[src/utlc_pkg.sv]
// Package: constants, field layouts and types of the serial transmit and line-control block
package utlc_pkg;

	// ----------------------------------------------------------------
	// Clocks and baud generator
	// ----------------------------------------------------------------
	localparam int unsigned SYS_CLK_HZ  = 50_000_000;
	localparam int unsigned BAUD_REF_HZ = 5_068_800;

	typedef logic [12:0] utlc_div_t;

	// Reference clock edges per 16X tick, one entry per rate code 0 to 15
	localparam utlc_div_t BRG_DIV [16] = '{
		13'h18C0, 13'h1080, 13'h0B40, 13'h0933, 13'h0840, 13'h0420, 13'h0210, 13'h0108,
		13'h00B0, 13'h009E, 13'h0084, 13'h0058, 13'h0042, 13'h002C, 13'h0021, 13'h0010
	};

	// 16X ticks per half period of the 1X pin clock, minus one
	localparam logic [2:0] CLK_1X_HALF_LAST = 3'h7;

	// ----------------------------------------------------------------
	// Register map: byte address is four times the index
	// ----------------------------------------------------------------
	localparam logic [1:0]  IDX_DATA       = 2'h0;
	localparam logic [1:0]  IDX_STAT_SYN   = 2'h1;
	localparam logic [1:0]  IDX_MODE       = 2'h2;
	localparam logic [1:0]  IDX_CMD        = 2'h3;
	localparam logic [27:0] ADDR_HIGH_ZERO = 28'h000_0000;
	localparam logic [7:0]  REG_RESET      = 8'h00;
	localparam logic [23:0] RDATA_PAD      = 24'h00_0000;
	localparam logic [1:0]  SYN_PTR_LAST   = 2'h2;

	// ----------------------------------------------------------------
	// Field encodings
	// ----------------------------------------------------------------
	localparam logic [1:0] MODE_SYNC      = 2'h0;
	localparam logic [1:0] MODE_ASYNC_1X  = 2'h1;
	localparam logic [1:0] MODE_ASYNC_16X = 2'h2;
	localparam logic [1:0] MODE_ASYNC_64X = 2'h3;
	localparam logic [1:0] STOP_ONE_HALF  = 2'h2;
	localparam logic [1:0] STOP_TWO       = 2'h3;
	localparam logic [7:0] FACTOR_1X      = 8'h01;
	localparam logic [7:0] FACTOR_16X     = 8'h10;
	localparam logic [7:0] FACTOR_64X     = 8'h40;
	localparam logic [2:0] CHAR_LEN_BASE  = 3'h4;

	// Synchroniser lanes
	localparam int IN_BAUD_REFERENCE_CLOCK = 0;
	localparam int IN_TXC   = 1;
	localparam int IN_DSR   = 2;
	localparam int IN_DCD   = 3;
	localparam int IN_CTS   = 4;
	localparam int IN_COUNT = 5;

	// ----------------------------------------------------------------
	// Register layouts
	// ----------------------------------------------------------------
	typedef struct packed {
		logic       sync_count_select_bit;
		logic       transparency_select_bit;
		logic       parity_even;
		logic       parity_en;
		logic [1:0] char_len;
		logic [1:0] mode;
	} utlc_mode1_t;

	typedef struct packed {
		logic [1:0] unused;
		logic       tx_internal;
		logic       rx_internal;
		logic [3:0] rate;
	} utlc_mode2_t;

	typedef struct packed {
		logic [1:0] spare_hi;
		logic       rts;
		logic       spare_lo;
		logic       brk_dle;
		logic       rx_en;
		logic       dtr;
		logic       transmit_enable_bit;
	} utlc_cmd_t;

	typedef struct packed {
		logic       status_bit_seven;
		logic       status_bit_six;
		logic [2:0] spare;
		logic       empty_or_change;
		logic       receive_ready;
		logic       transmit_ready;
	} utlc_status_t;

	typedef enum logic [2:0] {
		TX_IDLE   = 3'b000,
		TX_START  = 3'b001,
		TX_DATA   = 3'b010,
		TX_PARITY = 3'b011,
		TX_STOP   = 3'b100
	} utlc_tx_state_t;

endpackage

[src/utlc_top.sv]
// Module: serial transmitter, line control and AHB-Lite register slave
//
// Added by the designer: the address map and the AHB-Lite register port.
`timescale 1ns/100ps

// Notes on behaviour
// - External receive clock supplied at programmed multiple
// - Internal receive clock drives pin at 1X
// - External transmit clock: output changes on falling edges
// - Internal transmit clock drives pin at 1X
// - Mark is high; mark while transmitter disabled
// - Status bit seven shows inverted data-set-ready; change flagged
// - Status bit six shows inverted carrier; change flagged
// - Clear-to-send high stops after current character
// - Terminal-ready output is inverse of command bit one
// - Request-to-send output is inverse of command bit five
// - Ready set when space, transmitter enabled and clear-to-send low; cleared by holding write
// - Held character moves to shifter when idle
// - Async frame: start, data LSB first, parity, stops
// - Async underrun: mark line, assert transmitter empty
// - Send-break bit forces continuous low
// - Sync: line high until first character, then stream
// - Sync underrun: empty flag, fill with sync characters
// - Send-DLE bit sends DLE before held character
// - Sync register writes load FIRST_SYNC_CHAR, SECOND_SYNC_CHAR, DLE in turn
// - Mode accesses alternate mode one and mode two
// - Pointers wrap; reset by reset or command read
// - Master reset clears registers and stops activity
// - Sync fill chosen by mode one bits seven, six
module utlc_top (
	input  wire logic        clk_sys_in,
	input  wire logic        rst_in,
	input  wire logic        hsel_in,
	input  wire logic [31:0] haddr_in,
	input  wire logic [1:0]  htrans_in,
	input  wire logic        hwrite_in,
	input  wire logic [2:0]  hsize_in,
	input  wire logic [31:0] hwdata_in,
	input  wire logic        hready_in,
	output logic      [31:0] hrdata_out,
	output logic             hreadyout_out,
	output logic             hresp_out,
	input  wire logic        baud_reference_clock_in,
	input  wire logic        transmit_bit_clock_in,
	output logic             transmit_bit_clock_out,
	output logic             transmit_bit_clock_oe_out,
	input  wire logic        receive_bit_clock_in,
	output logic             receive_bit_clock_out,
	output logic             receive_bit_clock_oe_out,
	output logic             serial_data_out,
	input  wire logic        data_set_ready_n_in,
	input  wire logic        carrier_detect_n_in,
	input  wire logic        clear_to_send_n_in,
	output logic             data_terminal_ready_n_out,
	output logic             request_to_send_n_out,
	output logic             transmit_ready_n_out,
	output logic             empty_or_change_n_out
);
	import utlc_pkg::*;

	// ----------------------------------------------------------------
	// Pin synchronisers
	// ----------------------------------------------------------------
	logic [IN_COUNT-1:0] pin_raw;
	logic [IN_COUNT-1:0] sync_q1_reg;
	logic [IN_COUNT-1:0] sync_q2_reg;
	logic [IN_COUNT-1:0] sync_q3_reg;

	assign pin_raw = {clear_to_send_n_in, carrier_detect_n_in, data_set_ready_n_in,
		transmit_bit_clock_in, baud_reference_clock_in};

	always_ff @(posedge clk_sys_in or posedge rst_in) begin
		if (rst_in) begin
			sync_q1_reg <= '1;
			sync_q2_reg <= '1;
			sync_q3_reg <= '1;
		end else begin
			sync_q1_reg <= pin_raw;
			sync_q2_reg <= sync_q1_reg;
			sync_q3_reg <= sync_q2_reg;
		end
	end

	logic baud_reference_clock_rise;
	logic txc_fall;
	logic line_change;
	logic cts_low;
	assign baud_reference_clock_rise  = sync_q2_reg[IN_BAUD_REFERENCE_CLOCK] && !sync_q3_reg[IN_BAUD_REFERENCE_CLOCK];
	assign txc_fall    = !sync_q2_reg[IN_TXC] && sync_q3_reg[IN_TXC];
	assign line_change = (sync_q2_reg[IN_DSR] ^ sync_q3_reg[IN_DSR]) ||
		(sync_q2_reg[IN_DCD] ^ sync_q3_reg[IN_DCD]);
	assign cts_low     = !sync_q2_reg[IN_CTS];

	// ----------------------------------------------------------------
	// AHB-Lite slave: writes take no wait state, reads take one
	// ----------------------------------------------------------------
	logic        ap_valid;
	logic        dp_wr_reg;
	logic        dp_rd_reg;
	logic        dp_map_reg;
	logic [1:0]  dp_idx_reg;
	logic        rd_done_reg;
	logic [31:0] hrdata_reg;
	logic        wr_fire;
	logic        rd_fire;
	utlc_cmd_t   wr_cmd_view;

	assign ap_valid    = hsel_in && htrans_in[1] && hready_in;
	assign wr_fire     = dp_wr_reg && dp_map_reg;
	assign rd_fire     = dp_rd_reg && !rd_done_reg && dp_map_reg;
	assign wr_cmd_view = utlc_cmd_t'(hwdata_in[7:0]);

	always_ff @(posedge clk_sys_in or posedge rst_in) begin
		if (rst_in) begin
			dp_wr_reg  <= 1'b0;
			dp_rd_reg  <= 1'b0;
			dp_map_reg <= 1'b0;
			dp_idx_reg <= IDX_DATA;
		end else if (hready_in) begin
			dp_wr_reg  <= ap_valid && hwrite_in;
			dp_rd_reg  <= ap_valid && !hwrite_in;
			dp_map_reg <= haddr_in[31:4] == ADDR_HIGH_ZERO;
			dp_idx_reg <= haddr_in[3:2];
		end
	end

	always_ff @(posedge clk_sys_in or posedge rst_in) begin
		if (rst_in) begin
			rd_done_reg <= 1'b0;
		end else if (dp_rd_reg && !rd_done_reg) begin
			rd_done_reg <= 1'b1;
		end else if (hready_in) begin
			rd_done_reg <= 1'b0;
		end
	end

	assign hreadyout_out = !(dp_rd_reg && !rd_done_reg);
	assign hresp_out     = 1'b0;
	assign hrdata_out    = hrdata_reg;

	// ----------------------------------------------------------------
	// Registers and access pointers
	// ----------------------------------------------------------------
	utlc_mode1_t  mode1_reg;
	utlc_mode2_t  mode2_reg;
	utlc_cmd_t    cmd_reg;
	utlc_status_t status_now;
	logic [7:0]   first_sync_char_reg;
	logic [7:0]   second_sync_char_reg;
	logic [7:0]   dle_reg;
	logic [7:0]   hold_reg;
	logic [1:0]   syn_ptr_reg;
	logic         mode_ptr_reg;
	logic         cmd_read;
	logic         mode_access;
	logic         tx_ready;

	assign cmd_read    = rd_fire && dp_idx_reg == IDX_CMD;
	assign mode_access = (rd_fire || wr_fire) && dp_idx_reg == IDX_MODE;

	always_ff @(posedge clk_sys_in or posedge rst_in) begin
		if (rst_in) begin
			mode1_reg <= utlc_mode1_t'(REG_RESET);
			mode2_reg <= utlc_mode2_t'(REG_RESET);
			cmd_reg   <= utlc_cmd_t'(REG_RESET);
			first_sync_char_reg  <= REG_RESET;
			second_sync_char_reg  <= REG_RESET;
			dle_reg   <= REG_RESET;
			hold_reg  <= REG_RESET;
		end else if (wr_fire) begin
			unique case (dp_idx_reg)
				IDX_DATA: hold_reg <= hwdata_in[7:0];
				IDX_STAT_SYN: begin
					if (syn_ptr_reg == SYN_PTR_LAST) begin
						dle_reg <= hwdata_in[7:0];
					end else if (syn_ptr_reg[0]) begin
						second_sync_char_reg <= hwdata_in[7:0];
					end else begin
						first_sync_char_reg <= hwdata_in[7:0];
					end
				end
				IDX_MODE: begin
					if (mode_ptr_reg) begin
						mode2_reg <= utlc_mode2_t'(hwdata_in[7:0]);
					end else begin
						mode1_reg <= utlc_mode1_t'(hwdata_in[7:0]);
					end
				end
				IDX_CMD: cmd_reg <= wr_cmd_view;
			endcase
		end
	end

	// A command read realigns both pointers so software can recover a known order
	always_ff @(posedge clk_sys_in or posedge rst_in) begin
		if (rst_in) begin
			syn_ptr_reg  <= 2'h0;
			mode_ptr_reg <= 1'b0;
		end else if (cmd_read) begin
			syn_ptr_reg  <= 2'h0;
			mode_ptr_reg <= 1'b0;
		end else begin
			if (wr_fire && dp_idx_reg == IDX_STAT_SYN) begin
				syn_ptr_reg <= (syn_ptr_reg == SYN_PTR_LAST) ? 2'h0 : syn_ptr_reg + 2'h1;
			end
			if (mode_access) begin
				mode_ptr_reg <= !mode_ptr_reg;
			end
		end
	end

	// Read data is captured in the wait cycle, so side effects happen once
	always_ff @(posedge clk_sys_in or posedge rst_in) begin
		if (rst_in) begin
			hrdata_reg <= 32'h0000_0000;
		end else if (dp_rd_reg && !rd_done_reg) begin
			if (!dp_map_reg) begin
				hrdata_reg <= 32'h0000_0000;
			end else begin
				unique case (dp_idx_reg)
					IDX_DATA:     hrdata_reg <= {RDATA_PAD, REG_RESET};
					IDX_STAT_SYN: hrdata_reg <= {RDATA_PAD, status_now};
					IDX_MODE:     hrdata_reg <= {RDATA_PAD,
						mode_ptr_reg ? 8'(mode2_reg) : 8'(mode1_reg)};
					IDX_CMD:      hrdata_reg <= {RDATA_PAD, cmd_reg};
				endcase
			end
		end
	end

	// ----------------------------------------------------------------
	// Status flags and modem lines
	// ----------------------------------------------------------------
	logic hold_full_reg;
	logic tx_empty_reg;
	logic ds_change_reg;
	logic empty_set;
	logic take_hold;
	logic load;

	assign tx_ready = cmd_reg.transmit_enable_bit && cts_low && !hold_full_reg;

	always_comb begin
		status_now                  = utlc_status_t'(REG_RESET);
		status_now.transmit_ready   = tx_ready;
		status_now.empty_or_change  = tx_empty_reg || ds_change_reg;
		status_now.status_bit_six   = !sync_q2_reg[IN_DCD];
		status_now.status_bit_seven = !sync_q2_reg[IN_DSR];
	end

	// Set wins over clear on every flag below
	always_ff @(posedge clk_sys_in or posedge rst_in) begin
		if (rst_in) begin
			hold_full_reg <= 1'b0;
			tx_empty_reg  <= 1'b0;
			ds_change_reg <= 1'b0;
		end else begin
			if (wr_fire && dp_idx_reg == IDX_DATA) begin
				hold_full_reg <= 1'b1;
			end else if (load && take_hold) begin
				hold_full_reg <= 1'b0;
			end
			if (empty_set) begin
				tx_empty_reg <= 1'b1;
			end else if (wr_fire && dp_idx_reg == IDX_DATA) begin
				tx_empty_reg <= 1'b0;
			end
			if (line_change) begin
				ds_change_reg <= 1'b1;
			end else if (rd_fire && dp_idx_reg == IDX_STAT_SYN) begin
				ds_change_reg <= 1'b0;
			end
		end
	end

	assign data_terminal_ready_n_out = !cmd_reg.dtr;
	assign request_to_send_n_out     = !cmd_reg.rts;
	assign transmit_ready_n_out      = !tx_ready;
	assign empty_or_change_n_out     = !(tx_empty_reg || ds_change_reg);

	// ----------------------------------------------------------------
	// Baud generator and bit clock pins
	// ----------------------------------------------------------------
	utlc_div_t  brg_cnt_reg;
	logic       brg_tick;
	logic [2:0] half_cnt_reg;
	logic       clk_1x_reg;

	// A count already past a new, smaller divisor ends at once instead of wrapping the counter
	assign brg_tick = baud_reference_clock_rise && (brg_cnt_reg >= BRG_DIV[mode2_reg.rate] - 13'h0001);

	always_ff @(posedge clk_sys_in or posedge rst_in) begin
		if (rst_in) begin
			brg_cnt_reg  <= '0;
			half_cnt_reg <= 3'h0;
			clk_1x_reg   <= 1'b0;
		end else begin
			if (brg_tick) begin
				brg_cnt_reg <= '0;
			end else if (baud_reference_clock_rise) begin
				brg_cnt_reg <= brg_cnt_reg + 13'h0001;
			end
			if (brg_tick) begin
				half_cnt_reg <= half_cnt_reg + 3'h1;
				if (half_cnt_reg == CLK_1X_HALF_LAST) begin
					clk_1x_reg <= !clk_1x_reg;
				end
			end
		end
	end

	assign transmit_bit_clock_out    = clk_1x_reg;
	assign transmit_bit_clock_oe_out = mode2_reg.tx_internal;
	assign receive_bit_clock_out     = clk_1x_reg;
	assign receive_bit_clock_oe_out  = mode2_reg.rx_internal;

	// ----------------------------------------------------------------
	// Transmit engine
	// ----------------------------------------------------------------
	utlc_tx_state_t state_reg;
	logic [7:0]     shift_reg;
	logic [7:0]     sub_cnt_reg;
	logic [2:0]     bit_cnt_reg;
	logic           par_reg;
	logic           sync_active_reg;
	logic           dle_done_reg;
	logic           fill_second_reg;
	logic           line_reg;
	logic           sync_mode;
	logic           go;
	logic           tx_tick;
	logic [7:0]     factor;
	logic [7:0]     bit_len;
	logic           bit_end;
	logic           bit_last;
	logic           char_done;
	logic           can_data;
	logic           use_dle;
	logic           next_fill;
	logic [7:0]     next_char;
	logic           line_bit;

	assign sync_mode = mode1_reg.mode == MODE_SYNC;
	assign go        = cmd_reg.transmit_enable_bit && cts_low;
	// Bit steps follow the falling edge of an external clock
	assign tx_tick   = mode2_reg.tx_internal ? brg_tick : txc_fall;
	assign bit_last  = bit_cnt_reg == {1'b0, mode1_reg.char_len} + CHAR_LEN_BASE;
	assign can_data  = hold_full_reg && go;

	always_comb begin
		if (mode2_reg.tx_internal || mode1_reg.mode == MODE_ASYNC_16X) begin
			factor = FACTOR_16X;
		end else if (mode1_reg.mode == MODE_ASYNC_64X) begin
			factor = FACTOR_64X;
		end else begin
			factor = FACTOR_1X;
		end
		bit_len = factor;
		if (state_reg == TX_STOP) begin
			if (mode1_reg.sync_count_select_bit && mode1_reg.transparency_select_bit) begin
				bit_len = 8'(factor << 1);
			end else if (mode1_reg[7:6] == STOP_ONE_HALF && factor != FACTOR_1X) begin
				bit_len = factor + (factor >> 1);
			end
		end
		bit_end = tx_tick && (sub_cnt_reg == bit_len - 8'h01);
		unique case (state_reg)
			TX_DATA:   char_done = bit_end && bit_last && !mode1_reg.parity_en && sync_mode;
			TX_PARITY: char_done = bit_end && sync_mode;
			TX_STOP:   char_done = bit_end;
			default:   char_done = 1'b0;
		endcase
		// Fill only keeps a started sync stream alive
		load = (state_reg == TX_IDLE && tx_tick && can_data) ||
			(char_done && (can_data || (sync_mode && sync_active_reg && go)));
		empty_set = char_done && !can_data;
	end

	always_comb begin
		take_hold = 1'b0;
		use_dle   = 1'b0;
		next_fill = 1'b0;
		next_char = first_sync_char_reg;
		if (can_data) begin
			if (sync_mode && cmd_reg.brk_dle && !dle_done_reg) begin
				use_dle   = 1'b1;
				next_char = dle_reg;
			end else begin
				take_hold = 1'b1;
				next_char = hold_reg;
			end
		end else begin
			next_fill = 1'b1;
			if (mode1_reg.transparency_select_bit) begin
				next_char = fill_second_reg ? first_sync_char_reg : dle_reg;
			end else if (!mode1_reg.sync_count_select_bit && fill_second_reg) begin
				next_char = second_sync_char_reg;
			end
		end
	end

	always_ff @(posedge clk_sys_in or posedge rst_in) begin
		if (rst_in) begin
			state_reg       <= TX_IDLE;
			shift_reg       <= REG_RESET;
			sub_cnt_reg     <= 8'h00;
			bit_cnt_reg     <= 3'h0;
			par_reg         <= 1'b0;
			sync_active_reg <= 1'b0;
			dle_done_reg    <= 1'b0;
			fill_second_reg <= 1'b0;
		end else if (!cmd_reg.transmit_enable_bit) begin
			state_reg       <= TX_IDLE;
			sub_cnt_reg     <= 8'h00;
			sync_active_reg <= 1'b0;
			dle_done_reg    <= 1'b0;
			fill_second_reg <= 1'b0;
		end else if (load) begin
			shift_reg       <= next_char;
			bit_cnt_reg     <= 3'h0;
			sub_cnt_reg     <= 8'h00;
			par_reg         <= !mode1_reg.parity_even;
			state_reg       <= sync_mode ? TX_DATA : TX_START;
			sync_active_reg <= sync_mode;
			dle_done_reg    <= use_dle;
			fill_second_reg <= next_fill && !fill_second_reg && !(mode1_reg.sync_count_select_bit
				&& !mode1_reg.transparency_select_bit);
		end else if (state_reg != TX_IDLE && tx_tick) begin
			if (bit_end) begin
				sub_cnt_reg <= 8'h00;
				unique case (state_reg)
					TX_START: state_reg <= TX_DATA;
					TX_DATA: begin
						shift_reg   <= shift_reg >> 1;
						par_reg     <= par_reg ^ shift_reg[0];
						bit_cnt_reg <= bit_cnt_reg + 3'h1;
						if (bit_last) begin
							state_reg <= mode1_reg.parity_en ? TX_PARITY :
								(sync_mode ? TX_IDLE : TX_STOP);
						end
					end
					TX_PARITY: state_reg <= sync_mode ? TX_IDLE : TX_STOP;
					default:   state_reg <= TX_IDLE;
				endcase
			end else begin
				sub_cnt_reg <= sub_cnt_reg + 8'h01;
			end
		end
	end

	always_comb begin
		unique case (state_reg)
			TX_START:  line_bit = 1'b0;
			TX_DATA:   line_bit = shift_reg[0];
			TX_PARITY: line_bit = par_reg;
			default:   line_bit = 1'b1;
		endcase
	end

	always_ff @(posedge clk_sys_in or posedge rst_in) begin
		if (rst_in) begin
			line_reg <= 1'b1;
		end else if (!cmd_reg.transmit_enable_bit) begin
			line_reg <= 1'b1;
		end else if (cmd_reg.brk_dle && !sync_mode) begin
			line_reg <= 1'b0;
		end else begin
			line_reg <= line_bit;
		end
	end

	assign serial_data_out = line_reg;

	// ----------------------------------------------------------------
	// Assertions
	// ----------------------------------------------------------------
	utlc_status_t rd_status_view;
	assign rd_status_view = utlc_status_t'(hrdata_out[7:0]);
endmodule

[config.mk]
export PLATFORM = sky130hd
export DESIGN_NAME = utlc_top
export DESIGN_NICKNAME = d
export VERILOG_FILES = /design/src/utlc_pkg.sv /design/src/utlc_top.sv
export SDC_FILE = /design/constraint.sdc
export NUM_CORES = 1
export LEC_CHECK = 0
export BUFFER_PORTS_ARGS = -buffer_cell sky130_fd_sc_hd__buf_2
export CAP_MARGIN = 20
export CELL_PAD_IN_SITES_DETAIL_PLACEMENT = 1
export CELL_PAD_IN_SITES_GLOBAL_PLACEMENT = 2
export CORE_MARGIN = 2
export CORE_UTILIZATION = 36
export CTS_CLUSTER_SIZE = 24
export DETAILED_ROUTE_END_ITERATION = 8
export GPL_ROUTABILITY_DRIVEN = 0
export PLACE_DENSITY_LB_ADDON = 0.1
export SYNTH_ARGS = -nofsm -noshare
export SYNTH_HDL_FRONTEND = slang
export SYNTH_SLANG_ARGS = --single-unit
export TNS_END_PERCENT = 20
[constraint.sdc]
create_clock -name clk_sys_in -period 6.1 [get_ports clk_sys_in]
set_input_delay 0.61 -clock clk_sys_in [delete_from_list [all_inputs] [get_ports clk_sys_in]]
set_output_delay 0.61 -clock clk_sys_in [all_outputs]
set_load 0.05 [all_outputs]
Yosys cells after proc, flatten, opt, wreduce, memory -nomap -nowiden
Memory sizes are Yosys's and may differ from the RTL's.
Cells that the tools add are included.
{"block": "op_classes", "add_sub_neg": 9, "n_lt_le_gt_ge": 2, "n_eq_ne": 19, "muxes": 71, "bitwise": 7, "reduce_logical": 95}
{"cell": "8-bit two-way mux", "n": 17}
{"cell": "32-bit case mux with 4 select lines", "n": 1}
{"cell": "13-bit two-way mux", "n": 4}
{"cell": "1-bit logical AND", "n": 40}
{"cell": "3-bit two-way mux", "n": 11}
{"cell": "32-bit two-way mux", "n": 1}
{"cell": "28-bit zero test", "n": 1}
{"cell": "1-bit two-way mux", "n": 28}
{"cell": "1-bit zero test", "n": 24}
{"cell": "2-bit nonzero test", "n": 10}
{"cell": "7-bit two-way mux", "n": 2}
{"cell": "13-bit by 1-bit adder with 13-bit output (second input constant)", "n": 1}
{"cell": "13-bit >= comparator", "n": 1}
{"cell": "13-bit by 1-bit subtractor with 13-bit output (second input constant)", "n": 1}
{"cell": "2-bit == test (second input constant)", "n": 6}
{"cell": "3-bit AND reduction", "n": 4}
{"cell": "4-bit AND reduction", "n": 3}
{"cell": "3-bit case mux with 3 select lines", "n": 1}
{"cell": "8-bit by 1-bit adder with 8-bit output (second input constant)", "n": 1}
{"cell": "8-bit by 7-bit adder with 8-bit output", "n": 1}
{"cell": "8-bit == test", "n": 1}
{"cell": "2-bit two-way mux", "n": 4}
{"cell": "8-bit by 1-bit inequality test with 1-bit output (second input constant)", "n": 1}
{"cell": "8-bit by 1-bit subtractor with 8-bit output (second input constant)", "n": 1}
{"cell": "other kinds (21)", "n": 38}
{"block": "totals", "ff_bits": 158, "mem_bits_ro": 208, "input_bits": 80, "output_inout_bits": 43, "n_memories": 1}
{"memory": "(no name shown)", "depth": 16, "width": 13, "read_ports": 1, "rd_clocked_by_memory_dff": 0, "wr": 0, "line_no": "utlc_top.sv:290", "source": "assign brg_tick = baud_reference_clock_rise && (brg_cnt_reg >= BRG_DIV[mode2_reg.rate] - 13'h0001);"}

Longest topological paths before layout
Gate-level depths: netlist (run 1).
{"block": "depth", "word_depth": 20, "mapped_depth": 21, "mapped_depth_nobuf": 19}

Least setup slack after synthesis (run 1)
OpenSTA, ideal clock, no wires.
{"block": "synth_timing", "kind": "register to register", "start": "register mode2_reg[1] in the netlist's numbering", "end": "register shift_reg[0]", "arrival_ns": 4.760, "required_time_ns": 5.975, "setup_slack_ns": 1.216, "path_stages_with_launch": 21, "path_buffers": 2, "cell_sequence": "dfrtp_1 clkbuf_1 inv_1 ha_1 mux2_2 a21oi_2 ha_1 nand3_1 or3_1 or3_1 or2_1 xnor2_1 ha_1 a21oi_1 nor2_1 or3_1 o2111ai_1 o21ai_4 buf_6 mux2_4 mux2_2"}
{"block": "synth_between", "elab_chain_len": 17, "elab_cells_between_ends": 24, "cone_classes": "1 x add/sub; 1 x order compare; 5 x mux; 1 x bitwise; 15 x reduce/logical; 1 x memory"}
{"item": "start, declared", "line_no": "utlc_top.sv:145", "source": "utlc_mode2_t mode2_reg;"}
{"item": "start signal, assigned", "line_no": "utlc_top.sv:164", "source": "mode2_reg <= utlc_mode2_t'(REG_RESET);"}
{"item": "start signal, assigned", "line_no": "utlc_top.sv:184", "source": "mode2_reg <= utlc_mode2_t'(hwdata_in[7:0]);"}
{"item": "4-bit NOT with 5-bit output (not written as such) (*)", "line_no": "utlc_top.sv:290"}
{"item": "memory 16 x 13 bit (*)"}
{"item": "13-bit two-way mux (not written as such) (*) (2 in series)", "line_no": "utlc_top.sv:290"}
{"item": "13-bit by 1-bit subtractor with 13-bit output (*)", "line_no": "utlc_top.sv:290"}
{"item": "13-bit >= comparator (*)", "line_no": "utlc_top.sv:290"}
{"item": "1-bit logical AND (*)", "line_no": "utlc_top.sv:290"}
{"item": "1-bit two-way mux (*)", "line_no": "utlc_top.sv:346", "source": "assign tx_tick = mode2_reg.tx_internal ? brg_tick : txc_fall;"}
{"item": "1-bit logical AND", "line_no": "utlc_top.sv:366", "source": "bit_end = tx_tick && (sub_cnt_reg == bit_len - 8'h01);"}
{"item": "1-bit logical AND (3 in series)", "line_no": "utlc_top.sv:368", "source": "TX_DATA: char_done = bit_end && bit_last && !mode1_reg.parity_en && sync_mode;"}
{"item": "1-bit case mux with 3 select lines", "line_no": "utlc_top.sv:367", "source": "unique case (state_reg)"}
{"item": "1-bit logical AND", "line_no": "utlc_top.sv:375", "source": "(char_done && (can_data || (sync_mode && sync_active_reg && go)));"}
{"item": "1-bit logical OR", "line_no": "utlc_top.sv:374", "source": "load = (state_reg == TX_IDLE && tx_tick && can_data) ||"}
{"item": "2-bit nonzero test (no line)"}
{"item": "4-bit AND reduction (no line)"}
{"item": "end signal, assigned", "line_no": "utlc_top.sv:419", "source": "shift_reg <= next_char;"}
{"item": "end signal, assigned", "line_no": "utlc_top.sv:434", "source": "shift_reg <= shift_reg >> 1;"}
{"item": "end, declared", "line_no": "utlc_top.sv:321", "source": "logic [7:0] shift_reg;"}
Mark *: on every way between the ends. The rest lies on a longest branch, timed or not. The select of a mux whose other input is x is not followed.
A chain may end at the register's enable or synchronous reset.

Final worst setup path (run 1)
{"block": "layout_timing", "start": "register mode2_reg[1] in the netlist's numbering", "end": "register shift_reg[3]"}
Same word-level chain as after synthesis.

==> results of run 1 <==
## final timing paths
check	startpoint	endpoint	slack [ps]
setup / recovery	mode2_reg[1]	shift_reg[3]	800
hold / removal	rst_in	hrdata_out[5]	230
setup reg to reg	mode2_reg[1]	shift_reg[3]	800
hold reg to reg	sync_q1_reg[1]	sync_q2_reg[1]	360
max in group asynchronous	rst_in	first_sync_char_reg[0]	4500
min in group clk_sys_in	carrier_detect_n_in	sync_q1_reg[3]	280
## per-stage QoR
step	worst slack, ps	hold slack (ps)	total power, mW
floorplan	1220	345	1.25
global placement	806	347	1.33
detailed placement	722	348	1.34
CTS	670	242	2.43
global route	446	250	2.52
finish	803	227	2.40
## cells in the final DEF (no fill, tap or decap), types with 8 or more instances in the layout
master and n:
xor2_1 16, nand2b_1 8, mux2_2 70, buf_4 12
mux2i_1 27, nor2_1 69, inv_1 23, buf_2 66
dfstp_2 15, clkbuf_16 17, nand2_1 71, a211oi_1 9
nand4_1 9, o21ai_0 51, a21oi_1 37, ha_1 28
conb_1 25, nand3_1 14, xnor2_1 19, dfrtp_1 119
## layer usage
metal / track usage [%] / vias up
li1: - / 2813
met1: 24.1 / 3004
met2: 34.7 / 76
met3: 3.83 / 25
met4: 6.03 / 0
met5: 0 / -
## power breakdown
group	switching (mW)	internal (mW)
logic	0.209	0.120
registers	0.0591	0.938
clock network	0.436	0.638
total	0.704	1.70
## worst max-delay path: stages, from the launching register on
cell and delay [ps]:
dfrtp_1 570, inv_1 190, ha_1 260, mux2_2 280
a21oi_2 170, ha_1 210, nand3_1 110, or3_1 350
or3_1 360, xor2_1 190, ha_1 310, nand4_1 110
o31ai_1 440, o31a_1 190, buf_4 150, o2111ai_2 190
o21ai_4 450, mux2_2 390, mux2_1 270
## cells by family (layout without fill, tap and decap cells)
| group | after synthesis | in the layout | share of synthesized area (%) |
|---|---|---|---|
| AO/OA/AOI/OAI | 152 | 152 | 12.8 |
| XOR/XNOR | 37 | 37 | 4.35 |
| adder cells (fa/ha/maj) | 28 | 28 | 4.49 |
| buffers and inverters | 80 | 134 | 5.48 |
| flip-flops | 134 | 134 | 43.2 |
| multiplexers | 105 | 105 | 15.0 |
| other | 1 | 25 | 0.0481 |
| AND/OR/NAND/NOR | 232 | 232 | 14.7 |
## cell type report
cell class	count	area (um^2)
flip-flops and latches	134	3370
well taps	275	344
inverters	24	95.1
fillers	2384	12200
multi-input cells	579	4100
clock inverters	13	159
clock buffers	19	453
repair buffers	78	420
==> results.md, run 1 <==
- Skew final: 6.85 ps
- Top-count cell post-synth: dfrtp_1
- Vias per cell: approximately 5.3
- Initial antenna violation count: 0
- Grt total ovfl: 0
- Startpoint Class: flop
- Crit Path Class: flop to flop
- Worst-margin pin slew: 1040 ps
- Min Tclk post-route: 5300 ps
- Synth async-reset ratio: 100%
- Syn-to-layout area delta: 14.6%
- 1st-iter DRT viols: 237
- Nets: roughly 940
- Die area: between 20,000 and 25,000 um^2
- Filler-free cell count of the finished design: between 1,000 and 1,500
- Post-synthesis register bit count: approximately 130
- Biggest area consumer among synthesized cells: dfrtp_1
- WP data arrival: about 5600 ps
- Routed Antenna Nets: 0
- Root Driver: clkbuf_16
- Largest net degree at the start of global routing: 77
- Num ports: around 120
- Final setup viols: 0
- Clock Pin Slew Worst Setup and Hold Paths: approximately 60 ps
- Via count: 5,918
- Final setup TNS: 0 ps
- Ant diodes: 0
- Vias in the first global route: 6,481
- Max Fanout on Critical Path: 12
- Synth Warn #: 0
- Routed WL per cell: roughly 19 um
- Synthesized area: slightly below 8000 um^2
- Post-CTS Resized: 0
- Final period util: between 80% and 90%
- Core box area: 21,200 um^2
- Detailed Routing Iterations Pass 1: 4
- CP Capture Type: flop
- Detail Route met3 WL: approximately 530 um
- Leak: approximately 4.1 nW
- Dpl cells: ~1,100
- Status: finished clean
- Sink Count: around 130
- Synth top cells by count: dfrtp_1 (119), nand2_1 (71), mux2_2 (70)
- RSZ-0062 raised after global routing: no
- WL met2: 10.6 mm
- Bufs on Longest Clock Path: 2
- Post-CTS Setup Inserts: 0
- Worst endpoint required time: roughly 6400 ps
- Global-route wire length before repair: around 35 mm
- Synth top area cells: dfrtp_1 (38%), mux2_2 (10%), dfstp_2 (5.1%)
- Wirelength, routed: 21.0 mm
- Rows: 53
- Max reg flops: 13
- Hold WC Path Type: input pin to asynchronous set/reset pin
- Share of the synthesized area in the top cell type: roughly two fifths
- Worst-skew pair later-pin latency: 430 ps
- H-tree depth: 4
- Hold buffers post-CTS: 0
- Fin. Hold Viols: 0
- Initial Utilization: between 30 and 40%
- Die span in y: between 150 and 200 um
- Post-DP Area: roughly 8300 um^2
- Rel. slew slack: between 30% and 40%
- MaxCap Viol Count: 0
- CTS tree: yes
- CTS buffer count: 17
- DRC: 0
- Peak supply drop: approximately 0.00018 V
- Yosys cell types: 84
- Top FF cell, synth: dfrtp_1
- Max frequency: between 0.15 and 0.2 GHz
- Dpl hpwl: between 15 and 20 mm
- Final Instance Area: approximately 8900 um^2
- Final core occ: a little over two fifths
- Max-slew violations: 0
- Post-synth EDFFs: 0
- Max layer used: met4
- Gr usage total: 19.6%
- Power density cells: approximately 270 nW/um^2
- Syn Area/Cell: around 10 um^2
- WL met1: about 9.4 mm
- Reg2Reg Depth: 18
- Cell count after synthesis: roughly 770
- Seq/Total Area, Yosys: about 43%
- Die W: 151 um
- I/O Buffers: 66
- Layout cell share with drive strength beyond 1: 26.4%
Power figures use the tool's default switching activity.
==> inputs of run 2 (changes only) <==
Settings changed: ABC_AREA from default to 1, CORE_UTILIZATION 36 to 33.
==> run 2 against run 1 <==
Power down 8.6%; synthesized area down 3.3%; sequential share of layout area up 1.3 points; first-iteration DRC count up 25%; global-route usage down 1.3 points; worst setup slack better by 270 ps; via count up 7.0%; non-clock buffer count down 9; critical path depth up 5; combinational power down 43%; synthesized cell count up 24%.
==> results.md, run 2 <==
- Status: finished clean (unchanged)
- Final period util: 82.4% (was 86.8%)
- Syn Area/Cell: 7.94 um^2 (was 10.1 um^2)
- Final setup TNS: 0 ps (unchanged)
- Startpoint Class: flop (unchanged)
- 1st-iter DRT viols: 297 (was 237)
- Post-synthesis register bit count: 134 (unchanged)
- Sequential share of power: 43.0% (was 41.6%)
- Comb pwr share: 8.5% (was 13.7%)
- Register area: 3370 um^2 (unchanged)
- Core box area: 22,600 um^2 (was 21,200 um^2)
- Seq/Total Area, Yosys: 44.7% (was 43.2%)
- Synth Warn #: 0 (unchanged)
- Final worst slack: 1070 ps (was 803 ps)
- H-tree depth: 4 (unchanged)
- Cell count after synthesis: 950 (was 769)
- Worst endpoint required time: 6410 ps (about the same)
- Initial antenna violation count: 0 (unchanged)
- Bufs on Longest Clock Path: 2 (unchanged)
- Max frequency: 0.199 GHz (was 0.189 GHz)
- Final core occ: 38.3% (was 42.3%)
- Die area: 24,100 um^2 (was 22,900 um^2)
- Rel. slew slack: 44.8% (was 30.5%)
- Initial Utilization: 33.4% (was 36.9%)
- Top-count cell post-synth: nand2_1 (was dfrtp_1)
- Power density cells: 253 nW/um^2 (was 268 nW/um^2)
- MaxCap Viol Count: 0 (unchanged)
- Synth top area cells: dfrtp_1 (39%), nand2_1 (11%), o21ai_0 (7.2%) (was dfrtp_1 (38%), mux2_2 (10%), dfstp_2 (5.1%))
- Vias per cell: 4.82 (was 5.27)
- Layout cell share with drive strength beyond 1: 13.7% (was 26.4%)
- Pre-CTS setup slack: 1010 ps (was 722 ps)
- Gr usage total: 18.4% (was 19.6%)
- Sink Count: 134 (unchanged)
- Rows: 55 (was 53)
- Die span in y: 155 um (was 151 um)
- Peak supply drop: 0.000146 V (was 0.000180 V)
- Most frequent cells in the layout: nand2_1 (226), dfrtp_1 (119), o21ai_0 (108), inv_1 (105), nor2_1 (89) (was dfrtp_1 (119), nand2_1 (71), mux2_2 (70), nor2_1 (69), buf_2 (66))
- Commonest non-fill, non-tap cell in the layout: nand2_1 (was dfrtp_1)
- Biggest area consumer among synthesized cells: dfrtp_1 (unchanged)
- Crit Path Class: flop to flop (unchanged)
- Max-slew violations: 0 (unchanged)
- Grt total ovfl: 0 (unchanged)
- Min Hold Slack: 281 ps (was 227 ps)
- Switching share of power: 27.1% (was 29.3%)
- Num ports: 123 (unchanged)
- Top FF cell, synth: dfrtp_1 (unchanged)
- Largest net degree at the start of global routing: 90 (was 77)
- DRC: 0 (unchanged)
- Post-DP Area: 8030 um^2 (was 8330 um^2)
- RSZ-0062 raised after global routing: no (unchanged)
- CTS tree: yes (unchanged)
- CP Capture Type: flop (unchanged)
- Max Fanout on Critical Path: 21 (was 12)
- CTS buffer count: 17 (unchanged)
- Routed Antenna Nets: 0 (unchanged)
- Post-CTS Resized: 0 (unchanged)
- Die W: 155 um (was 151 um)
- Final Instance Area: 8650 um^2 (was 8940 um^2)
- Detailed Routing Iterations Pass 1: 4 (unchanged)
- Nets: 1,123 (was 942)
- Synthesized area: 7540 um^2 (was 7800 um^2)
- Root Driver: clkbuf_16 (unchanged)
- Yosys cell types: 48 (was 84)
- Min Tclk post-route: 5030 ps (was 5300 ps)
- Internal power: 1.60 mW (was 1.70 mW)
- Ant diodes: 0 (unchanged)
- Post-CTS Setup Inserts: 0 (unchanged)
- Fin. Hold Viols: 0 (unchanged)
- Share of the synthesized area in the top cell type: 39.5% (was 38.2%)
- Vias in the first global route: 6,628 (was 6,481)
- Clock Pin Slew Worst Setup and Hold Paths: 70 ps (was 60 ps)
- Syn-to-layout area delta: 14.7% (was 14.6%)
- Synth async-reset ratio: 100% (unchanged)
- Max reg flops: 13 (unchanged)
- Global-route wire length before repair: 34.7 mm (was 34.5 mm)
- Post-synth EDFFs: 0 (unchanged)
- Dpl hpwl: 15.6 mm (was 15.3 mm)
- WP data arrival: 5340 ps (was 5610 ps)
- Skew final: 10.1 ps (was 6.85 ps)
- I/O Buffers: 66 (unchanged)
- Clock Power Share: 48.4% (was 44.7%)
- Hold WC Path Type: input pin to flop (was input pin to asynchronous set/reset pin)
- Wirelength, routed: 21.0 mm (about the same)
- Routed WL per cell: 16.0 um (was 18.7 um)
- Via count: 6,335 (was 5,918)
- Synth top cells by count: nand2_1 (226), dfrtp_1 (119), o21ai_0 (108) (was dfrtp_1 (119), nand2_1 (71), mux2_2 (70))
- Footprint of the multi-input gates: 3530 um^2 (was 4100 um^2)
- Worst-skew pair later-pin latency: 420 ps (was 430 ps)
- Final setup viols: 0 (unchanged)
- # fillers: 2,812 (was 2,384)
- Net switching power of the design: 0.595 mW (was 0.704 mW)
- Worst-margin pin slew: 828 ps (was 1040 ps)
- Hold buffers post-CTS: 0 (unchanged)
- Leak: 4.35 nW (was 4.12 nW)
[run 2: path summary, 6_finish.rpt]
path,start,end,slack (ps),depth (start not counted)
worst max-delay path,mode2_reg[1],state_reg[2],1070,23
worst min-delay path,clear_to_send_n_in,sync_q1_reg[4],280,1
worst max register to register,mode2_reg[1],state_reg[2],1070,23
worst min register to register,sync_q1_reg[1],sync_q2_reg[1],360,0
max in group asynchronous,rst_in,sub_cnt_reg[1],4540,3
min in group asynchronous,rst_in,brg_cnt_reg[0],350,2
[run 2: kinds of logic (layout without fill, tap and decap cells)]
family                   count (synthesis)  in the layout  share of synthesized area [%]
XOR/XNOR                                26             26                           3.02
AND/OR/NAND/NOR                        423            423                           24.4
AO/OA/AOI/OAI                          178            178                           13.4
adder cells (fa/ha/maj)                 28             28                           4.65
buffers and inverters                  160            214                           9.74
flip-flops                             134            134                           44.7
other                                    1             25                         0.0497
[run 2: worst max-delay path, stage by stage (launching register included)]
cell      delay (ps)
dfrtp_1          500
inv_1            200
ha_1             260
a221oi_1         370
ha_1             240
nand3_1          130
nor2_1           120
nand2_1           80
nor3_1           230
nand3_1          160
xor2_1           180
ha_1             320
a21oi_1          160
o21ai_0          100
nor2_1           110
nand3_1          100
nand2_2          210
a21boi_2         160
nand3_2          190
nand2_4          190
nor2_1           500
o31ai_1          230
nand2_1          110
nand2_1           50
[run 2: stage by stage]
stage               cells  total power, mW
floorplan             974             1.10
global placement     1280             1.15
detailed placement   1280             1.15
CTS                  1312             2.23
global route         1313             2.29
finish               1313             2.19
[run 2: power by group through the flow]
| stage | logic, mW | clock network (mW) | registers, mW |
|---|---|---|---|
| after floorplan | 0.147 | 0 | 0.953 |
| after global placement | 0.188 | 0 | 0.960 |
| after detailed placement | 0.192 | 0 | 0.960 |
| after CTS | 0.193 | 1.09 | 0.944 |
| after global routing | 0.216 | 1.13 | 0.947 |
| final | 0.187 | 1.06 | 0.944 |
[run 2: final cells by class]
type	instances	share of cell area, %
inverters	113	5.02
clock inverters	14	1.94
well taps	285	4.12
multi-input cells	680	40.8
flip-flops and latches	134	39.0
repair buffers	69	4.12
clock buffers	18	5.08
[run 2: metal layers]
metal	vias to the layer above	GRT usage, %	wire (um)
met3	8	3.59	419
met2	49	32.0	10500
met1	3072	23.7	9860
li1	3206	-	-
met5	-	0	0
met4	0	3.98	159
